==> config.mk <==
export PLATFORM = sky130hd
export DESIGN_NAME = backup_pmic_control_status_regs
export DESIGN_NICKNAME = d
export VERILOG_FILES = /design/src/include/backup_pmic_pkg.sv /design/src/include/reg_link_if.sv /design/src/rtl/serial_reg_port.sv /design/src/rtl/backup_pmic_control_status_regs.sv
export VERILOG_INCLUDE_DIRS = /design/src /design/src/include
export SDC_FILE = /design/constraint.sdc
export NUM_CORES = 1
export LEC_CHECK = 0
export ABC_AREA = 0
export ABC_CLOCK_PERIOD_IN_PS = 2020
export BUFFER_PORTS_ARGS = -buffer_cell sky130_fd_sc_hd__clkbuf_2
export CORE_MARGIN = 8
export CORE_UTILIZATION = 35
export DETAILED_ROUTE_END_ITERATION = 8
export GPL_TIMING_DRIVEN = 0
export HOLD_SLACK_MARGIN = 0.15
export PLACE_DENSITY = 0.54
export SLEW_MARGIN = 20
export SYNTH_ARGS = -nofsm -noshare
export SYNTH_HDL_FRONTEND = slang
export SYNTH_SLANG_ARGS = --single-unit
==> constraint.sdc <==
create_clock -name clock -period 2.02 [get_ports clock]
set_input_delay 0.101 -clock clock [delete_from_list [all_inputs] [get_ports clock]]
set_output_delay 0.101 -clock clock [all_outputs]
set_load 0.05 [all_outputs]
==> src/include/backup_pmic_regs.svh <==
// Register offsets, field positions and reset values of the backup power manager
`ifndef BACKUP_PMIC_REGS_SVH
`define BACKUP_PMIC_REGS_SVH

`define OFS_CHIP_ID 8'h00
`define OFS_SYS_CTRL1 8'h01
`define OFS_EVT_STATUS1 8'h02
`define OFS_EVT_MASK1 8'h04
`define OFS_STORE_THR 8'h06
`define OFS_TEMP_LEVEL 8'h07
`define OFS_TIMER_LO 8'h16
`define OFS_TIMER_HI 8'h17
`define OFS_SYS_CTRL2 8'h20
`define OFS_SYS_CTRL3 8'h21
`define OFS_SYS_CTRL4 8'h22

`define ID_FAB_LSB 6
`define ID_MAJOR_LSB 4
`define ID_MINOR_LSB 2
`define ID_VENDOR_LSB 0

`define BIT_CAP_START 3
`define BIT_ADC_START 2
`define BIT_BOOST_EN 0

`define BIT_CAP_DONE 7
`define BIT_ADC_DONE 6
`define BIT_OVERCURRENT 4
`define BIT_OVERVOLT 3
`define BIT_STORE_LOW 2
`define BIT_TEMP_WARN 0

`define STATUS1_VALID 8'hDD
`define RST_STATUS1 8'h04
`define RST_MASK1 8'h04
`define RST_STORE_THR 8'h3F
`define STORE_THR_VALID 8'h3F
`define RST_TEMP_LEVEL 8'h1F
`define TEMP_LEVEL_VALID 8'h1F
`define RST_SYS_CTRL2 8'h88
`define RST_SYS_CTRL3 8'h01
`define RST_SYS_CTRL4 8'h00

`define DEF_DEV_ADDR 7'h60

`endif

==> src/include/backup_pmic_pkg.sv <==
// Types shared by the backup power manager register logic
package backup_pmic_pkg;

    typedef logic [7:0] byte_t;

    typedef enum {
        S_IDLE,
        S_ADDR,
        S_ACK_ADDR,
        S_REG,
        S_ACK_REG,
        S_WRITE,
        S_ACK_WRITE,
        S_READ,
        S_RD_ACK
    } serial_state_t;

endpackage

==> src/include/reg_link_if.sv <==
// Register access link between the serial port engine and the register bank
`timescale 1ns/1ps
interface reg_link_if;
    import backup_pmic_pkg::*;
    byte_t addr;
    byte_t wdata;
    byte_t rdata;
    logic wr_stb;
    modport serial (output addr, output wdata, output wr_stb, input rdata);
    modport bank (input addr, input wdata, input wr_stb, output rdata);
endinterface

==> src/rtl/serial_reg_port.sv <==
// Two-wire serial slave that turns bus transfers into register reads and writes
`timescale 1ns/1ps
`include "backup_pmic_regs.svh"
module serial_reg_port
    import backup_pmic_pkg::*;
#(
    parameter logic [6:0] DEV_ADDR = `DEF_DEV_ADDR
)
(
    input wire logic clock,
    input wire logic rst_b,
    input wire logic scl,
    input wire logic sda_i,
    output logic sda_o,
    output logic sda_oe,
    reg_link_if.serial link
);
    // Index 0 is the first synchroniser stage, 1 the second, 2 a delayed copy
    logic [2:0] scl_s;
    logic [2:0] sda_s;
    serial_state_t state_q;
    logic [3:0] cnt_q;
    byte_t shift_q;
    byte_t ptr_q;
    byte_t wdata_q;
    logic rnw_q;
    logic oe_q;
    logic wr_q;
    logic scl_rise;
    logic scl_fall;
    logic start_seen;
    logic stop_seen;

    always_ff @(posedge clock or negedge rst_b)
    begin
        if (!rst_b)
        begin
            scl_s <= 3'h7;
            sda_s <= 3'h7;
        end
        else
        begin
            scl_s <= {scl_s[1:0], scl};
            sda_s <= {sda_s[1:0], sda_i};
        end
    end

    assign scl_rise = scl_s[1] & ~scl_s[2];
    assign scl_fall = ~scl_s[1] & scl_s[2];
    assign start_seen = scl_s[1] & scl_s[2] & sda_s[2] & ~sda_s[1];
    assign stop_seen = scl_s[1] & scl_s[2] & ~sda_s[2] & sda_s[1];

    always_ff @(posedge clock or negedge rst_b)
    begin
        if (!rst_b)
        begin
            state_q <= S_IDLE;
            cnt_q <= 4'h0;
            shift_q <= 8'h00;
            ptr_q <= 8'h00;
            wdata_q <= 8'h00;
            rnw_q <= 1'h0;
            oe_q <= 1'h0;
            wr_q <= 1'h0;
        end
        else
        begin
            wr_q <= 1'h0;
            if (start_seen)
            begin
                state_q <= S_ADDR;
                cnt_q <= 4'h0;
                oe_q <= 1'h0;
            end
            else if (stop_seen)
            begin
                state_q <= S_IDLE;
                oe_q <= 1'h0;
            end
            else
            begin
                case (state_q)
                    S_IDLE:
                    begin
                        oe_q <= 1'h0;
                    end
                    S_ADDR, S_REG, S_WRITE:
                    begin
                        if (scl_rise && cnt_q != 4'h8)
                        begin
                            shift_q <= {shift_q[6:0], sda_s[1]};
                            cnt_q <= cnt_q + 4'h1;
                        end
                        else if (scl_fall && cnt_q == 4'h8)
                        begin
                            cnt_q <= 4'h0;
                            if (state_q == S_ADDR)
                            begin
                                if (shift_q[7:1] == DEV_ADDR)
                                begin
                                    oe_q <= 1'h1;
                                    rnw_q <= shift_q[0];
                                    state_q <= S_ACK_ADDR;
                                end
                                else
                                begin
                                    state_q <= S_IDLE;
                                end
                            end
                            else if (state_q == S_REG)
                            begin
                                ptr_q <= shift_q;
                                oe_q <= 1'h1;
                                state_q <= S_ACK_REG;
                            end
                            else
                            begin
                                // Register updates on the falling edge after the last bit
                                wr_q <= 1'h1;
                                wdata_q <= shift_q;
                                oe_q <= 1'h1;
                                state_q <= S_ACK_WRITE;
                            end
                        end
                    end
                    S_ACK_ADDR, S_ACK_REG, S_ACK_WRITE:
                    begin
                        if (scl_fall)
                        begin
                            oe_q <= 1'h0;
                            if (state_q == S_ACK_ADDR && rnw_q)
                            begin
                                shift_q <= link.rdata;
                                oe_q <= ~link.rdata[7];
                                ptr_q <= ptr_q + 8'h01;
                                cnt_q <= 4'h0;
                                state_q <= S_READ;
                            end
                            else if (state_q == S_ACK_ADDR)
                            begin
                                state_q <= S_REG;
                            end
                            else
                            begin
                                if (state_q == S_ACK_WRITE)
                                begin
                                    ptr_q <= ptr_q + 8'h01;
                                end
                                state_q <= S_WRITE;
                            end
                        end
                    end
                    S_READ:
                    begin
                        if (scl_fall)
                        begin
                            if (cnt_q == 4'h7)
                            begin
                                oe_q <= 1'h0;
                                cnt_q <= 4'h0;
                                state_q <= S_RD_ACK;
                            end
                            else
                            begin
                                shift_q <= {shift_q[6:0], 1'h0};
                                oe_q <= ~shift_q[6];
                                cnt_q <= cnt_q + 4'h1;
                            end
                        end
                    end
                    S_RD_ACK:
                    begin
                        if (scl_rise && sda_s[1])
                        begin
                            state_q <= S_IDLE;
                        end
                        else if (scl_fall)
                        begin
                            shift_q <= link.rdata;
                            oe_q <= ~link.rdata[7];
                            ptr_q <= ptr_q + 8'h01;
                            state_q <= S_READ;
                        end
                    end
                    default:
                    begin
                        state_q <= S_IDLE;
                    end
                endcase
            end
        end
    end

    assign sda_o = 1'h0;
    assign sda_oe = oe_q;
    assign link.addr = ptr_q;
    assign link.wdata = wdata_q;
    assign link.wr_stb = wr_q;
endmodule

==> src/rtl/backup_pmic_control_status_regs.sv <==
// Control and event-status registers of the backup power manager
// Operation
// - Writing 1 to the capacitor-test start bit starts a test; self-clears when done.
// - Writing 1 to the converter start bit starts a conversion; self-clears when done.
// - Boost charge enable resets to 1; writes ignored in buck mode.
// - Clearing boost charge enable never blocks the later buck release.
// - Test completion stores discharge time and sets the test-done flag.
// - Conversion completion sets the conversion-done flag, raising interrupt unless masked.
// - Status flags clear only by writing 1, which also withdraws the interrupt.
// - Input current at limit sets the overcurrent flag.
// - Overvoltage sense above threshold sets the overvoltage flag.
// - Storage-not-good resets to 1, sets on low storage and drives the interrupt, not the pin.
// - Storage power-good pin returns high when storage recovers, whatever the flag.
// - Temperature warning sets only when result strictly exceeds the warning level.
// - Identification register is read only with fab, major, minor, vendor fields.
// - A set mask bit lets the flag latch but blocks the interrupt.
`timescale 1ns/1ps
`include "backup_pmic_regs.svh"
module backup_pmic_control_status_regs
    import backup_pmic_pkg::*;
#(
    parameter logic [6:0] DEV_ADDR = `DEF_DEV_ADDR,
    // Identification values are arbitrary
    parameter logic [1:0] FAB_CODE = 2'h1,
    parameter logic [1:0] MAJOR_REV = 2'h1,
    parameter logic [1:0] MINOR_REV = 2'h2,
    parameter logic [1:0] VENDOR_CODE = 2'h3
)
(
    input wire logic clock,
    input wire logic rst_b,
    input wire logic scl,
    input wire logic sda_i,
    output logic sda_o,
    output logic sda_oe,
    input wire logic cap_test_done_in,
    input wire logic [15:0] cap_test_time,
    input wire logic adc_done_in,
    input wire logic temp_valid_in,
    input wire logic [7:0] temp_result,
    input wire logic current_limit_in,
    input wire logic overvoltage_sense_input,
    input wire logic storage_voltage_low,
    input wire logic buck_mode_in,
    output logic cap_test_start,
    output logic adc_start,
    output logic boost_charge_enable,
    output logic [7:0] ctrl_two,
    output logic [7:0] ctrl_three,
    output logic [7:0] ctrl_four,
    output logic [5:0] storage_threshold,
    output logic int_b,
    output logic storage_power_good_pin
);
    localparam int NSYNC = 31;

    reg_link_if link ();

    serial_reg_port #(
        .DEV_ADDR(DEV_ADDR)
    ) serial_reg_port_i (
        .clock(clock),
        .rst_b(rst_b),
        .scl(scl),
        .sda_i(sda_i),
        .sda_o(sda_o),
        .sda_oe(sda_oe),
        .link(link)
    );

    // Analog inputs: the first stage feeds only the second
    logic [NSYNC-1:0] in_vec;
    logic [NSYNC-1:0] s1_q;
    logic [NSYNC-1:0] s2_q;
    logic [2:0] s3_q;
    logic cap_evt;
    logic adc_evt;
    logic temp_evt;
    logic ilim_s;
    logic ovp_s;
    logic store_low_s;
    logic buck_s;
    logic [15:0] cap_time_s;
    byte_t temp_s;

    assign in_vec = {temp_result, cap_test_time, buck_mode_in, storage_voltage_low,
        overvoltage_sense_input, current_limit_in, temp_valid_in, adc_done_in,
        cap_test_done_in};

    always_ff @(posedge clock or negedge rst_b)
    begin
        if (!rst_b)
        begin
            s1_q <= '0;
            s2_q <= '0;
            s3_q <= 3'h0;
        end
        else
        begin
            s1_q <= in_vec;
            s2_q <= s1_q;
            s3_q <= s2_q[2:0];
        end
    end

    // Completion data must be stable before its done edge reaches the first stage
    assign cap_evt = s2_q[0] & ~s3_q[0];
    assign adc_evt = s2_q[1] & ~s3_q[1];
    assign temp_evt = s2_q[2] & ~s3_q[2];
    assign ilim_s = s2_q[3];
    assign ovp_s = s2_q[4];
    assign store_low_s = s2_q[5];
    assign buck_s = s2_q[6];
    assign cap_time_s = s2_q[22:7];
    assign temp_s = s2_q[30:23];

    // Register bank
    byte_t id_word;
    byte_t status_q;
    byte_t status_d;
    byte_t set_vec;
    byte_t clr_vec;
    byte_t mask_q;
    byte_t store_thr_q;
    byte_t temp_level_q;
    byte_t ctrl2_q;
    byte_t ctrl3_q;
    byte_t ctrl4_q;
    logic [15:0] timer_q;
    logic cap_start_q;
    logic adc_start_q;
    logic boost_q;
    logic int_b_q;
    logic pgs_q;
    logic wr_sys1;
    logic wr_status;

    assign wr_sys1 = link.wr_stb && link.addr == `OFS_SYS_CTRL1;
    assign wr_status = link.wr_stb && link.addr == `OFS_EVT_STATUS1;

    always_comb
    begin
        id_word = 8'h00;
        id_word[`ID_FAB_LSB +: 2] = FAB_CODE;
        id_word[`ID_MAJOR_LSB +: 2] = MAJOR_REV;
        id_word[`ID_MINOR_LSB +: 2] = MINOR_REV;
        id_word[`ID_VENDOR_LSB +: 2] = VENDOR_CODE;
    end

    // Start bits: a completion clears the bit; a write in that same cycle restarts it
    always_ff @(posedge clock or negedge rst_b)
    begin
        if (!rst_b)
        begin
            cap_start_q <= 1'h0;
            adc_start_q <= 1'h0;
        end
        else
        begin
            if (wr_sys1 && link.wdata[`BIT_CAP_START])
                cap_start_q <= 1'h1;
            else if (cap_evt)
                cap_start_q <= 1'h0;
            if (wr_sys1 && link.wdata[`BIT_ADC_START])
                adc_start_q <= 1'h1;
            else if (adc_evt)
                adc_start_q <= 1'h0;
        end
    end

    // Buck release lives in ctrl2 and is never gated by this bit
    always_ff @(posedge clock or negedge rst_b)
    begin
        if (!rst_b)
            boost_q <= 1'h1;
        else if (wr_sys1 && !buck_s)
            boost_q <= link.wdata[`BIT_BOOST_EN];
    end

    always_ff @(posedge clock or negedge rst_b)
    begin
        if (!rst_b)
            timer_q <= 16'h0000;
        else if (cap_evt)
            timer_q <= cap_time_s;
    end

    // Event flags: a set in the cycle of a clearing write wins
    always_comb
    begin
        set_vec = 8'h00;
        set_vec[`BIT_CAP_DONE] = cap_evt;
        set_vec[`BIT_ADC_DONE] = adc_evt;
        set_vec[`BIT_OVERCURRENT] = ilim_s;
        set_vec[`BIT_OVERVOLT] = ovp_s;
        set_vec[`BIT_STORE_LOW] = store_low_s;
        set_vec[`BIT_TEMP_WARN] = temp_evt && temp_s > {3'h0, temp_level_q[4:0]};
        clr_vec = wr_status ? (link.wdata & `STATUS1_VALID) : 8'h00;
        status_d = (status_q & ~clr_vec) | set_vec;
    end

    always_ff @(posedge clock or negedge rst_b)
    begin
        if (!rst_b)
            status_q <= `RST_STATUS1;
        else
            status_q <= status_d;
    end

    // Settings registers
    always_ff @(posedge clock or negedge rst_b)
    begin
        if (!rst_b)
        begin
            mask_q <= `RST_MASK1;
            store_thr_q <= `RST_STORE_THR;
            temp_level_q <= `RST_TEMP_LEVEL;
        end
        else if (link.wr_stb)
        begin
            case (link.addr)
                `OFS_EVT_MASK1: mask_q <= link.wdata & `STATUS1_VALID;
                `OFS_STORE_THR: store_thr_q <= link.wdata & `STORE_THR_VALID;
                `OFS_TEMP_LEVEL: temp_level_q <= link.wdata & `TEMP_LEVEL_VALID;
                default: mask_q <= mask_q;
            endcase
        end
    end

    always_ff @(posedge clock or negedge rst_b)
    begin
        if (!rst_b)
        begin
            ctrl2_q <= `RST_SYS_CTRL2;
            ctrl3_q <= `RST_SYS_CTRL3;
            ctrl4_q <= `RST_SYS_CTRL4;
        end
        else if (link.wr_stb)
        begin
            case (link.addr)
                `OFS_SYS_CTRL2: ctrl2_q <= link.wdata;
                `OFS_SYS_CTRL3: ctrl3_q <= link.wdata;
                `OFS_SYS_CTRL4: ctrl4_q <= link.wdata;
                default: ctrl2_q <= ctrl2_q;
            endcase
        end
    end

    // Interrupt and storage pin: pin follows the voltage, not the sticky flag
    always_ff @(posedge clock or negedge rst_b)
    begin
        if (!rst_b)
        begin
            int_b_q <= 1'h1;
            pgs_q <= 1'h0;
        end
        else
        begin
            int_b_q <= ~|(status_q & ~mask_q);
            pgs_q <= ~store_low_s;
        end
    end

    // Read data; reserved bits and unmapped offsets read zero
    always_comb
    begin
        case (link.addr)
            `OFS_CHIP_ID: link.rdata = id_word;
            `OFS_SYS_CTRL1: link.rdata = {4'h0, cap_start_q, adc_start_q, 1'h0, boost_q};
            `OFS_EVT_STATUS1: link.rdata = status_q;
            `OFS_EVT_MASK1: link.rdata = mask_q;
            `OFS_STORE_THR: link.rdata = store_thr_q;
            `OFS_TEMP_LEVEL: link.rdata = temp_level_q;
            `OFS_TIMER_LO: link.rdata = timer_q[7:0];
            `OFS_TIMER_HI: link.rdata = timer_q[15:8];
            `OFS_SYS_CTRL2: link.rdata = ctrl2_q;
            `OFS_SYS_CTRL3: link.rdata = ctrl3_q;
            `OFS_SYS_CTRL4: link.rdata = ctrl4_q;
            default: link.rdata = 8'h00;
        endcase
    end

    assign cap_test_start = cap_start_q;
    assign adc_start = adc_start_q;
    assign boost_charge_enable = boost_q;
    assign ctrl_two = ctrl2_q;
    assign ctrl_three = ctrl3_q;
    assign ctrl_four = ctrl4_q;
    assign storage_threshold = store_thr_q[5:0];
    assign int_b = int_b_q;
    assign storage_power_good_pin = pgs_q;
endmodule

# == Word level (Yosys, flattened, before mapping) ==
# Cells that the tools add are included.
# word_totals
out_inout_bits,37
register_bits,204
# op_classes
n_addsub,2
bitwise_logic,30
n_lt_le_gt_ge,1
reduce_logical,36
muxes,69
n_eq_ne,54
# op_table
op,count
two-way mux 32 bit,11
"equality test 32 x 3 -> 1 bit, second input constant",6
case mux 32 bit (5 select lines),1
two-way mux 8 bit,18
"equality test 32 x 2 -> 1 bit, second input constant",3
case mux 8 bit (11 select lines),1
"equality test 32 x 4 -> 1 bit, second input constant",2
"equality test 32 x 1 -> 1 bit, second input constant",1
logical NOT 32 bit,1
two-way mux 4 bit,8
case mux 8 bit (4 select lines),1
"equality test 8 x 3 -> 1 bit, second input constant",3
"equality test 8 x 6 -> 1 bit, second input constant",3
"inequality test 4 x 1 -> 1 bit, second input constant",6
case mux 8 bit (3 select lines),1
two-way mux 1 bit,23
AND reduction 7 bit,3
bitwise AND 8 bit,2
"equality test 8 x 5 -> 1 bit, second input constant",2
"inequality test 2 x 1 -> 1 bit, second input constant",8
inverter 8 bit,2
"inequality test 3 x 1 -> 1 bit, second input constant",5
inverter 1 bit,15
case mux 4 bit (3 select lines),1
other kinds (33),65

# == Depth between registers and ports, before layout ==
# Gate-level depths: netlist of the first run.
# depth
ltp_word,8
mapped_depth,9

# == Modules after synthesis ==
# From an unflattened synthesis of the first run, not the netlist that was laid out.
# hier_totals
cells_unflattened,624
area_unflattened_um2,7569.8
# modules_own_cells
mod,area_each_um2,cells_per_inst,n_inst
backup_pmic_control_status_regs,5112.4,363,1
serial_reg_port,2457.4,261,1

# == Worst setup path before layout of the first run ==
# OpenSTA, ideal clock, no wires.
# synth_timing
path_type,reg-to-reg
start,register serial_reg_port_i.ptr_q[2] (netlist: serial_reg_port_i.link.addr[2])
end,register ctrl3_q[1] (netlist: ctrl_three[1])
path_slack_ns,-0.095
required_ns,1.892
stages_incl_launch_ff,6
n_path_buf,1
arrival_time_ns,1.987
setup_ns,0.128
cell_sequence,dfrtp_1 > or4_1 > or3_1 > buf_2 > nor2_4 > mux2_1
# synth_between
elab_chain_cells,2
# synth_rtl
element,line,rtl
from (decl),serial_reg_port.sv:24,byte_t ptr_q;
from (signal assigned),serial_reg_port.sv:112,ptr_q <= shift_q;
from (signal assigned),serial_reg_port.sv:135,ptr_q <= ptr_q + 8'h01;
from (signal assigned),serial_reg_port.sv:147,ptr_q <= ptr_q + 8'h01;
equality test 8 x 6 -> 1 bit,backup_pmic_control_status_regs.sv:240,case (link.addr)
AND reduction 2 bit (no line),n/a,
to (signal assigned),backup_pmic_control_status_regs.sv:235,ctrl3_q <= `RST_SYS_CTRL3;
to (signal assigned),backup_pmic_control_status_regs.sv:242,`OFS_SYS_CTRL3: ctrl3_q <= link.wdata;
to (decl),backup_pmic_control_status_regs.sv:127,byte_t ctrl3_q;
# No other way between the ends.
# A chain may end at the register's enable or synchronous reset.

# == Worst setup path after layout of the first run ==
# layout_timing
start,register serial_reg_port_i.ptr_q[3] (netlist: serial_reg_port_i.link.addr[3])
end,register temp_level_q[0]
# layout_between
elab_chain_cells,2
# layout_rtl
element,line,rtl
equality test 8 x 3 -> 1 bit,backup_pmic_control_status_regs.sv:221,case (link.addr)
AND reduction 2 bit (no line),n/a,
to (signal assigned),backup_pmic_control_status_regs.sv:217,temp_level_q <= `RST_TEMP_LEVEL;
to (signal assigned),backup_pmic_control_status_regs.sv:224,`OFS_TEMP_LEVEL: temp_level_q <= link.wdata & `TEMP_LEVEL_VALID;
to (decl),backup_pmic_control_status_regs.sv:125,byte_t temp_level_q;
# No other way between the ends.

==> results of run 1 <==
[flip-flops by register name, summed over array words and instances, names as in the netlist, 4 cells and up]
name,count
s2_q,31
ctrl_three,8
timer_q,16
serial_reg_port_i.link.addr,8
serial_reg_port_i.cnt_q,4
temp_level_q,5
ctrl_two,8
s1_q,31
serial_reg_port_i.state_q,4
serial_reg_port_i.link.wdata,8
ctrl_four,8
mask_q,6
store_thr_q,6
status_q,6
serial_reg_port_i.shift_q,8
[worst paths after layout]
path	startpoint	endpoint	slack, ps	depth (start not counted)
worst max-delay path	serial_reg_port_i.link.addr[3]$_DFFE_PN0P_	temp_level_q[0]$_DFFE_PN1P_	-250	6
worst min-delay path	rst_b	serial_reg_port_i.cnt_q[3]$_DFFE_PN0P_	280	2
worst max register to register	serial_reg_port_i.link.addr[3]$_DFFE_PN0P_	temp_level_q[0]$_DFFE_PN1P_	-250	6
worst min register to register	s1_q[29]$_DFF_PN0_	s2_q[29]$_DFF_PN0_	350	0
max in group asynchronous	rst_b	store_thr_q[0]$_DFFE_PN1P_	810	3
min in group clock	sda_i	serial_reg_port_i.sda_s[0]$_DFF_PN1_	310	2
[layer usage]
| layer | global-route usage | share of wire | up-vias |
|---|---|---|---|
| met4 | 0.0646 | 0.030 | 0 |
| met2 | 0.256 | 0.51 | 151 |
| met1 | 0.184 | 0.42 | 2802 |
| met3 | 0.0305 | 0.037 | 36 |
| met5 | 0 | 0 | - |
| li1 | - | - | 2550 |
[final cells by class]
class | count | area share
flip-flops and latches | 174 | 0.436
multi-input cells | 373 | 0.318
repair buffers | 162 | 0.125
clock buffers | 17 | 0.0423
well taps | 275 | 0.0342
clock inverters | 15 | 0.0172
plain buffers | 23 | 0.0167
inverters | 26 | 0.00970
[report_power, final]
part	switching [mW]	internal [mW]	total, mW
Sequential	0.254	3.75	4.01
Combinational	1.03	0.823	1.85
Clock	1.54	1.77	3.31
Total	2.82	6.35	9.17
[synthesized netlist by cell type, types with 4 or more instances]
library cell / number / area [µm²]
and3_1: 7 / 43.8
mux2_2: 49 / 552
o21bai_1: 7 / 52.6
inv_1: 26 / 97.6
clkbuf_1: 20 / 75.1
nand2b_1: 6 / 37.5
a22o_1: 5 / 43.8
nor2_1: 26 / 97.6
nand3_1: 13 / 65.1
ha_1: 11 / 138
o21ai_0: 24 / 120
dfrtp_1: 150 / 3750
nor4_1: 6 / 37.5
a21o_1: 6 / 45.0
buf_2: 9 / 45.0
a22oi_1: 11 / 82.6
nor3_1: 12 / 60.1
dfstp_2: 24 / 631
o211ai_1: 5 / 37.5
a21oi_1: 26 / 130
a221oi_1: 4 / 35.0
a31oi_1: 9 / 56.3
nand2_1: 43 / 161
nor4b_1: 4 / 35.0
o22ai_1: 13 / 81.3
nor2b_1: 6 / 37.5
a222oi_1: 10 / 100
mux2_1: 17 / 191
[stage by stage]
stage	hold slack [ps]	util	power (mW)	instance area (µm²)
after global routing	302	0.485	9.57	10100
after floorplan	-195	-	4.78	7370
after global placement	195	0.388	5.25	8060
final	279	0.485	9.17	10100
after detailed placement	193	0.390	5.28	8100
after CTS	291	0.458	8.91	9520
[critical path: stages, from the launching register on]
cell and delay [ps]:
dfrtp_2 440, buf_6 120, or4b_4 590, nor3_2 300, and3_1 200, buf_2 190, mux2_1 340
[layout by cell type (no fill, tap or decap), types with 5 or more instances in the layout]
cell type      Yosys  layout
inv_6              0       7
mux2_2            49      39
nor2_4             3       8
a21oi_2            1       9
a31oi_1            9       9
o21ai_0           24      19
nand2_1           43      40
clkbuf_16          0      18
a22oi_1           11       7
a222oi_1          10      10
nor3_1            12       7
o22ai_1           13       7
nor2b_1            6       5
nor3_2             2       5
a22o_1             5       5
ha_1              11       7
nand3_1           13      11
o211ai_1           5       5
dfstp_2           24      24
a21oi_1           26      17
and3_1             7       7
clkbuf_2           0      75
mux2_4             0      26
dfrtp_2            0       5
dfrtp_1          150     145
buf_6              0      16
inv_1             26      25
nor2_1            26      19
nand2b_1           6       5
a21o_1             6       6
dlygate4sd3_1      0      34
o21bai_1           7       5
buf_4              1      40
[timing repair]
action                     4_1_cts  5_1_grt
resized for setup               81       83
hold endpoints to repair       110        0
pin swaps                       25       45
cloned                           0        1
setup buffers                   22       37
hold buffers                    34        0
setup endpoints to repair       85       79
[cells by family (layout without fill, tap and decap cells)]
logic type / count (synthesis) / in the layout / synth area share
adder cells (fa/ha/maj): 11 / 11 / 0.0188
flip-flops: 174 / 174 / 0.600
buffers and inverters: 58 / 243 / 0.0318
multiplexers: 69 / 69 / 0.106
AO/OA/AOI/OAI: 145 / 145 / 0.137
XOR/XNOR: 1 / 1 / 0.00120
other: 1 / 1 / 0.000513
AND/OR/NAND/NOR: 146 / 146 / 0.105
==> flow_metrics.env, run 1 <==
export IMPL_slew_headroom=0.525
export IMPL_num_fill_cells=1816
export IMPL_drc_errors=0
export IMPL_fmax_mhz=441
export IMPL_antenna_found_initial=0
export IMPL_drv_cap=0
export IMPL_crit_path_start_kind="flip-flop"
export IMPL_worst_clock_skew_ps=9.50
export IMPL_placed_cells=951
export IMPL_cts_path_max_buffers=2
export IMPL_finalWorstSetupSlack_ps=-246
export IMPL_worst_pin_slew_ps=713
export IMPL_peakVddDrop_mv=0.649
export IMPL_synth_cell_types=63
export IMPL_ff_latch_area_um2=4390
export IMPL_worstPathRequired_ps=2370
export IMPL_slew_viol_final=0
export IMPL_area_growth_pct=37.6
export IMPL_io_buffer_count=70
export IMPL_die_h_um=161
export IMPL_violations="setup timing"
export IMPL_synth_async_sr_flop_share=1.00
export IMPL_path_class="flip-flop to flip-flop"
export IMPL_drt_iter0_drc=326
export IMPL_placementRows=53
export IMPL_place_ws_ps=-774
export IMPL_rsz0062_at_grt="yes"
export IMPL_finalWorstPathRequiredPeriod_ps=2270
export IMPL_yosysWarnings=0
export IMPL_die_area_um2=25800
export IMPL_insertion_delay_ps=420
export IMPL_cts_tree="yes"
export IMPL_end_kind="flip-flop"
export IMPL_start_util=0.352
export IMPL_routed_via_density=5.20
export IMPL_status="complete, but fails checks"
export IMPL_powerDensity_nw_per_um2=911
export IMPL_cts_sinks=174
export IMPL_drtPass1Iterations=7
export IMPL_avgSynthCellArea_um2=12.1
export IMPL_grt_pass1_vias=5617
export IMPL_post_route_period_util=1.12
export IMPL_num_vias=5539
export IMPL_layout_cells_non_filler=1065
export IMPL_cts_root_buf="clkbuf_16"
export IMPL_hold_viol=0
export IMPL_tns_ps=-5340
export IMPL_drive_gt1_frac=0.442
export IMPL_ys_seq_area_frac=0.600
export IMPL_final_nets=823
export IMPL_die_w_um=161
export IMPL_setup_viol=38
export IMPL_grt_pass1_wl_mm=31.1
export IMPL_grt_total_usage=0.151
export IMPL_p_leak_nw=4.37
export IMPL_grt_ovfl_total=0
export IMPL_wl_mm=19.6
export IMPL_synthCells=605
export IMPL_synth_area_um2=7310
export IMPL_clk_pin_slew_ps=80
export IMPL_hold_class="input pin to async pin"
export IMPL_critPathMaxFanout=9
export IMPL_syn_nets=651
export IMPL_ant_nets=0
export IMPL_multi_input_area_um2=3200
export IMPL_wire_per_inst_um=18.4
export IMPL_synth_ff_type="dfrtp_1"
export IMPL_ioPinCount=72
export IMPL_gp_congestion=0.879
export IMPL_synth_enable_flop_cells=0
export IMPL_post_dp_hpwl_mm=13.2
export IMPL_grt_max_degree=91
export IMPL_cts_buffers=17
export IMPL_arrival_ps=2610
export IMPL_synth_seq_cells=174
export IMPL_antenna_cells=0
export IMPL_coreArea_um2=20800
export IMPL_cts_htree_levels=4
Note: power is estimated with default switching activity, not from simulation.
==> run 2: changes to the inputs <==
--- a/config.mk
+++ b/config.mk
@@ -9,6 +9,7 @@
 export ABC_AREA = 0
 export ABC_CLOCK_PERIOD_IN_PS = 2020
 export BUFFER_PORTS_ARGS = -buffer_cell sky130_fd_sc_hd__clkbuf_2
+export CORE_ASPECT_RATIO = 2
 export CORE_MARGIN = 8
 export CORE_UTILIZATION = 35
 export DETAILED_ROUTE_END_ITERATION = 8
==> run 2 against run 1 <==
  * The run still ends with setup timing left
  * Count of clock-buffer cells in the layout is 2 higher
  * Global-route usage about the same
  * Flip-flop and latch count unchanged
  * First-iteration DRC count increased by 11%
  * Utilization shrank 0.92 points
  * Hold slack worse by 62 ps
  * Cell area fell by 2.0%
  * Sequential power is essentially flat
  * Non-clock buffer count fell by 11
  * Critical path type unchanged
  * Highest routed layer unchanged
==> flow_metrics.env, run 2 (synthesis results as in run 1) <==
export IMPL_status="complete, but fails checks"
export IMPL_violations="setup timing"
export IMPL_multi_input_area_um2=3160
export IMPL_seqPwrFrac=0.456
export IMPL_drive_gt1_frac=0.420
export IMPL_cts_tree="yes"
export IMPL_slew_viol_final=0
export IMPL_arrival_ps=2490
export IMPL_slew_headroom=0.567
export IMPL_worst_clock_skew_ps=16.9
export IMPL_wl_mm=19.0
export IMPL_cts_htree_levels=4
export IMPL_num_vias=5358
export IMPL_reg_top3="s1_q: 31 flops, s2_q: 31 flops, timer_q: 16 flops"
export IMPL_finalWorstSetupSlack_ps=-167
export IMPL_num_fill_cells=1854
export IMPL_powerDensity_nw_per_um2=893
export IMPL_r2r_start="serial_reg_port_i.link.addr[6]$_DFFE_PN0P_"
export IMPL_end_kind="flip-flop"
export IMPL_gp_congestion=0.879
export IMPL_worst_pin_slew_ps=649
export IMPL_placementRows=75
export IMPL_setup_viol=34
export IMPL_postLayoutCoreUtil=0.475
export IMPL_antenna_cells=0
export IMPL_r2r_slack_ps=-170
export IMPL_grt_total_usage=0.151
export IMPL_r2r_end="serial_reg_port_i.sda_oe$_DFFE_PN0P_"
export IMPL_grt_pass1_vias=5574
export IMPL_insertion_delay_ps=430
export IMPL_cts_buffers=17
export IMPL_layout_cells_non_filler=1048
export IMPL_die_area_um2=26000
export IMPL_drv_cap=0
export IMPL_die_w_um=118
export IMPL_peakVddDrop_mv=0.930
export IMPL_rsz0062_at_grt="yes"
export IMPL_critPathMaxFanout=4
export IMPL_swShare=0.305
export IMPL_ioPinCount=72
export IMPL_hold_class="input pin to async pin"
export IMPL_cts_path_max_buffers=2
export IMPL_p_clk_frac=0.355
export IMPL_grt_pass1_wl_mm=30.9
export IMPL_hold_viol=0
export IMPL_p_leak_nw=4.30
export IMPL_final_common_cell="dfrtp_1"
export IMPL_p_comb_frac=0.189
export IMPL_die_h_um=220
export IMPL_reg2regPathDepth=6
export IMPL_p_int_mw=6.12
export IMPL_placed_cells=946
export IMPL_fmax_mhz=457
export IMPL_io_buffer_count=70
export IMPL_final_nets=812
export IMPL_final_cell_mix="145 x dfrtp_1, 75 x clkbuf_2, 43 x nand2_1"
export IMPL_dpl_cell_area_um2=8120
export IMPL_ant_nets=0
export IMPL_wire_per_inst_um=18.1
export IMPL_worstPathRequired_ps=2320
export IMPL_post_dp_hpwl_mm=12.9
export IMPL_crit_path_start_kind="flip-flop"
export IMPL_start_util=0.353
export IMPL_post_route_period_util=1.08
export IMPL_finalWorstPathRequiredPeriod_ps=2190
export IMPL_drtPass1Iterations=5
export IMPL_area_growth_pct=34.9
export IMPL_drt_iter0_drc=362
export IMPL_grt_max_degree=82
export IMPL_drc_errors=0
export IMPL_cts_root_buf="clkbuf_16"
export IMPL_path_class="flip-flop to flip-flop"
export IMPL_power_switching_mw=2.68
export IMPL_ff_latch_area_um2=4390
export IMPL_grt_ovfl_total=0
export IMPL_clk_pin_slew_ps=70
export IMPL_antenna_found_initial=0
export IMPL_routed_via_density=5.11
export IMPL_fin_area_um2=9860
export IMPL_cts_sinks=174
export IMPL_coreArea_um2=20700
==> run 2: cell count changes in the layout (fill, tap and decap cells not counted), moves of 3 or more <==
| cell | previous run | this run |
|---|---|---|
| nand2_2 | 3 | 0 |
| o21ai_1 | 4 | 0 |
| o21ai_0 | 19 | 23 |
| a22oi_1 | 7 | 10 |
| a22oi_2 | 4 | 1 |
| a21oi_1 | 17 | 25 |
| buf_6 | 16 | 7 |
| nand2_1 | 40 | 43 |
| a21oi_2 | 9 | 1 |
==> run 2: worst max-delay path by stage <==
| stage | start | end | depth (start not counted) |
|---|---|---|---|
| floorplan | serial_reg_port_i.link.addr[7]$_DFFE_PN0P_ | ctrl_four[0]$_DFFE_PN0P_ | 5 |
| global placement | rst_b | serial_reg_port_i.cnt_q[0]$_DFFE_PN0P_ | 1 |
| detailed placement | serial_reg_port_i.link.addr[0]$_DFFE_PN0P_ | serial_reg_port_i.sda_oe$_DFFE_PN0P_ | 9 |
| CTS | serial_reg_port_i.link.addr[3]$_DFFE_PN0P_ | serial_reg_port_i.shift_q[1]$_DFFE_PN0P_ | 8 |
| global route | serial_reg_port_i.link.addr[0]$_DFFE_PN0P_ | serial_reg_port_i.sda_oe$_DFFE_PN0P_ | 8 |
| finish | serial_reg_port_i.link.addr[6]$_DFFE_PN0P_ | serial_reg_port_i.sda_oe$_DFFE_PN0P_ | 6 |
==> run 2: layout make-up <==
type	instances	area share
Timing Repair Buffer	149	0.117
Tap cell	269	0.0341
Multi-Input combinational cell	373	0.321
Clock inverter	13	0.0123
Clock buffer	19	0.0449
Inverter	26	0.00990
Buffer	25	0.0161
Sequential cell	174	0.445
==> run 2: timing repair <==
action,CTS,global route
hold endpoints to repair,129,0
cloned,1,1
buffers inserted,28,13
pin swaps,29,34
hold buffers,35,0
resized for setup,88,53
endpoints found under the setup margin,79,75
==> run 2: critical path, cell delays in order (launching register included) <==
cell	delay, ps
dfrtp_2	430
or4_4	580
or4b_4	530
nor4b_4	160
a22o_1	240
nand2_1	70
o31ai_2	70
==> run 2: per-layer routing <==
| metal | up-vias | part of all wire | routed length [µm] | GRT usage |
|---|---|---|---|---|
| li1 | 2518 | - | - | - |
| met1 | 2666 | 0.45 | 8570 | 0.196 |
| met2 | 145 | 0.48 | 9130 | 0.237 |
| met3 | 29 | 0.041 | 786 | 0.0291 |
| met4 | 0 | 0.026 | 502 | 0.0778 |
| met5 | - | 0 | 0 | 0 |
==> run 2: power by group through the flow <==
stage | clock [mW] | sequential, mW | combinational (mW)
2_1_floorplan | 0 | 3.97 | 0.812
3_3_place_gp | 0 | 4.06 | 1.20
3_5_place_dp | 0 | 4.07 | 1.22
4_1_cts | 3.23 | 4.01 | 1.54
5_1_grt | 3.38 | 4.05 | 1.81
6_report | 3.13 | 4.02 | 1.67
==> run 2: stage by stage <==
stage	worst slack (ps)	power [mW]	TNS (ps)	hold WS, ps
2_1_floorplan	-38.3	4.78	-658	-195
3_3_place_gp	-2340	5.26	-403480	189
3_5_place_dp	-688	5.29	-29780	14.9
4_1_cts	-220	8.77	-3850	206
5_1_grt	-256	9.23	-6970	234
6_report	-167	8.81	-3960	217
==> run 3: changes to the inputs <==
--- a/config.mk
+++ b/config.mk
@@ -14,8 +14,8 @@
 export CORE_UTILIZATION = 35
 export DETAILED_ROUTE_END_ITERATION = 8
 export GPL_TIMING_DRIVEN = 0
-export HOLD_SLACK_MARGIN = 0.15
 export PLACE_DENSITY = 0.54
+export SETUP_SLACK_MARGIN = 0.15
 export SLEW_MARGIN = 20
 export SYNTH_ARGS = -nofsm -noshare
 export SYNTH_HDL_FRONTEND = slang
==> run 3 against run 2 <==
  * The run still ends with setup timing left
  * Power rose by 3.6%
  * Critical path type unchanged
  * Sequential share of layout area fell by 2.4 points
  * Count of clock-buffer cells in the layout fell by 2
  * Largest cell class unchanged
  * Hold slack improved by 60 ps
==> flow_metrics.env, run 3 (synthesis results as in run 1) <==
export IMPL_finalWorstSetupSlack_ps=-208
export IMPL_ioPinCount=72
export IMPL_final_cell_mix="146 x dfrtp_1, 73 x clkbuf_2, 39 x buf_4"
export IMPL_grt_total_usage=0.161
export IMPL_grt_ovfl_total=0
export IMPL_p_leak_nw=4.53
export IMPL_slew_viol_final=0
export IMPL_cts_tree="yes"
export IMPL_finalWorstPathRequiredPeriod_ps=2230
export IMPL_ant_nets=0
export IMPL_violations="setup timing"
export IMPL_reg_top3="s1_q: 31 flops, s2_q: 31 flops, timer_q: 16 flops"
export IMPL_post_route_period_util=1.10
export IMPL_grt_pass1_vias=5963
export IMPL_cts_buffers=17
export IMPL_powerDensity_nw_per_um2=876
export IMPL_grt_pass1_wl_mm=32.7
export IMPL_area_growth_pct=42.4
export IMPL_final_nets=833
export IMPL_setup_viol=37
export IMPL_cts_path_max_buffers=2
export IMPL_top_layer="met4"
export IMPL_fmax_mhz=449
export IMPL_die_h_um=220
export IMPL_arrival_ps=2540
export IMPL_slew_headroom=0.535
export IMPL_wl_met3_um=904
export IMPL_wl_met1_mm=9.41
export IMPL_coreArea_um2=20700
export IMPL_die_w_um=118
export IMPL_worst_clock_skew_ps=14.3
export IMPL_wl_met2_mm=9.70
export IMPL_placed_cells=945
export IMPL_placementRows=75
export IMPL_peakVddDrop_mv=0.602
export IMPL_gp_congestion=0.843
export IMPL_drtPass1Iterations=8
export IMPL_antenna_found_initial=0
export IMPL_num_vias=5634
export IMPL_drv_cap=0
export IMPL_status="complete, but fails checks"
export IMPL_num_fill_cells=1813
export IMPL_cts_sinks=174
export IMPL_grt_max_degree=93
export IMPL_ff_latch_area_um2=4390
export IMPL_rsz0062_at_grt="yes"
export IMPL_io_buffer_count=70
export IMPL_drc_errors=0
export IMPL_die_area_um2=26000
export IMPL_clk_pin_slew_ps=70
export IMPL_end_kind="flip-flop"
export IMPL_cts_htree_levels=4
export IMPL_critPathMaxFanout=7
export IMPL_antenna_cells=0
export IMPL_hold_viol=0
export IMPL_cts_root_buf="clkbuf_16"
export IMPL_wl_mm=20.5
export IMPL_routed_via_density=5.27
export IMPL_layout_cells_non_filler=1069
export IMPL_insertion_delay_ps=440
export IMPL_worstPathRequired_ps=2330
export IMPL_start_util=0.353
export IMPL_multi_input_area_um2=3390
export IMPL_drt_iter0_drc=395
export IMPL_wire_per_inst_um=19.2
export IMPL_post_dp_hpwl_mm=13.2
export IMPL_worst_pin_slew_ps=697
export IMPL_final_common_cell="dfrtp_1"
export IMPL_crit_path_start_kind="flip-flop"
export IMPL_place_ws_ps=-411
export IMPL_path_class="flip-flop to flip-flop"
export IMPL_hold_class="input pin to async pin"
export IMPL_drive_gt1_frac=0.474
-- run 3: cell types whose count changed in the layout (fill, tap and decap cells not counted), sizes merged --
cell    previous run  this run
buf               59        75
clkbuf           100       103
clkinv             3         5
-- run 3: final cells by class --
type | instances | share of cell area
Sequential cell | 174 | 0.421
Multi-Input combinational cell | 373 | 0.325
Timing Repair Buffer | 163 | 0.129
Clock buffer | 17 | 0.0409
Tap cell | 269 | 0.0323
Buffer | 32 | 0.0272
Clock inverter | 15 | 0.0139
Inverter | 26 | 0.00973
-- run 3: path summary, 6_finish.rpt --
check | start | end | slack [ps] | depth (start not counted)
setup / recovery | serial_reg_port_i.link.addr[3]$_DFFE_PN0P_ | ctrl_two[5]$_DFFE_PN0P_ | -210 | 6
hold / removal | rst_b | s2_q[15]$_DFF_PN0_ | 280 | 2
setup reg to reg | serial_reg_port_i.link.addr[3]$_DFFE_PN0P_ | ctrl_two[5]$_DFFE_PN0P_ | -210 | 6
hold reg to reg | s1_q[24]$_DFF_PN0_ | s2_q[24]$_DFF_PN0_ | 350 | 0
max in group asynchronous | rst_b | ctrl_three[0]$_DFFE_PN1P_ | 820 | 3
min in group clock | sda_i | serial_reg_port_i.sda_s[0]$_DFF_PN1_ | 300 | 2
-- run 3: power by group --
group	leakage [nW]	internal, mW	total, mW	switching (mW)
Combinational	2.18	0.872	1.93	1.06
Sequential	2.08	3.75	4.00	0.248
Clock	0.282	1.64	3.20	1.55
Total	4.53	6.27	9.13	2.86
-- run 3: repair_timing --
action | CTS | global route
pin swaps | 40 | 51
gates resized for setup | 125 | 89
gates cloned | 1 | 2
setup endpoints to repair | 91 | 89
hold endpoints to repair | 106 | 0
buffers inserted | 39 | 16
hold buffers | 34 | 0
-- run 3: through the flow --
stage,instance area (µm²),utilization,total power [mW],hold WS (ps),setup TNS [ps]
3_3_place_gp,8130,0.392,5.28,191,-402430
2_1_floorplan,7450,-,4.80,-195,-665
6_report,10400,0.502,9.13,277,-5480
5_1_grt,10400,0.502,9.54,295,-8360
4_1_cts,9920,0.478,9.03,276,-5800
3_5_place_dp,8170,0.394,5.31,193,-21940
-- run 3: per-layer routing --
metal,global-route usage,vias up
li1,-,2558
met5,0,-
met4,0.0774,0
met1,0.212,2868
met3,0.0337,33
met2,0.249,175
-- run 3: critical path: stages, from the launching register on --
cell and delay [ps]:
dfrtp_2 430, or4_4 560, or3_4 370, buf_12 150, nor2_4 120, buf_12 160, mux2_4 300
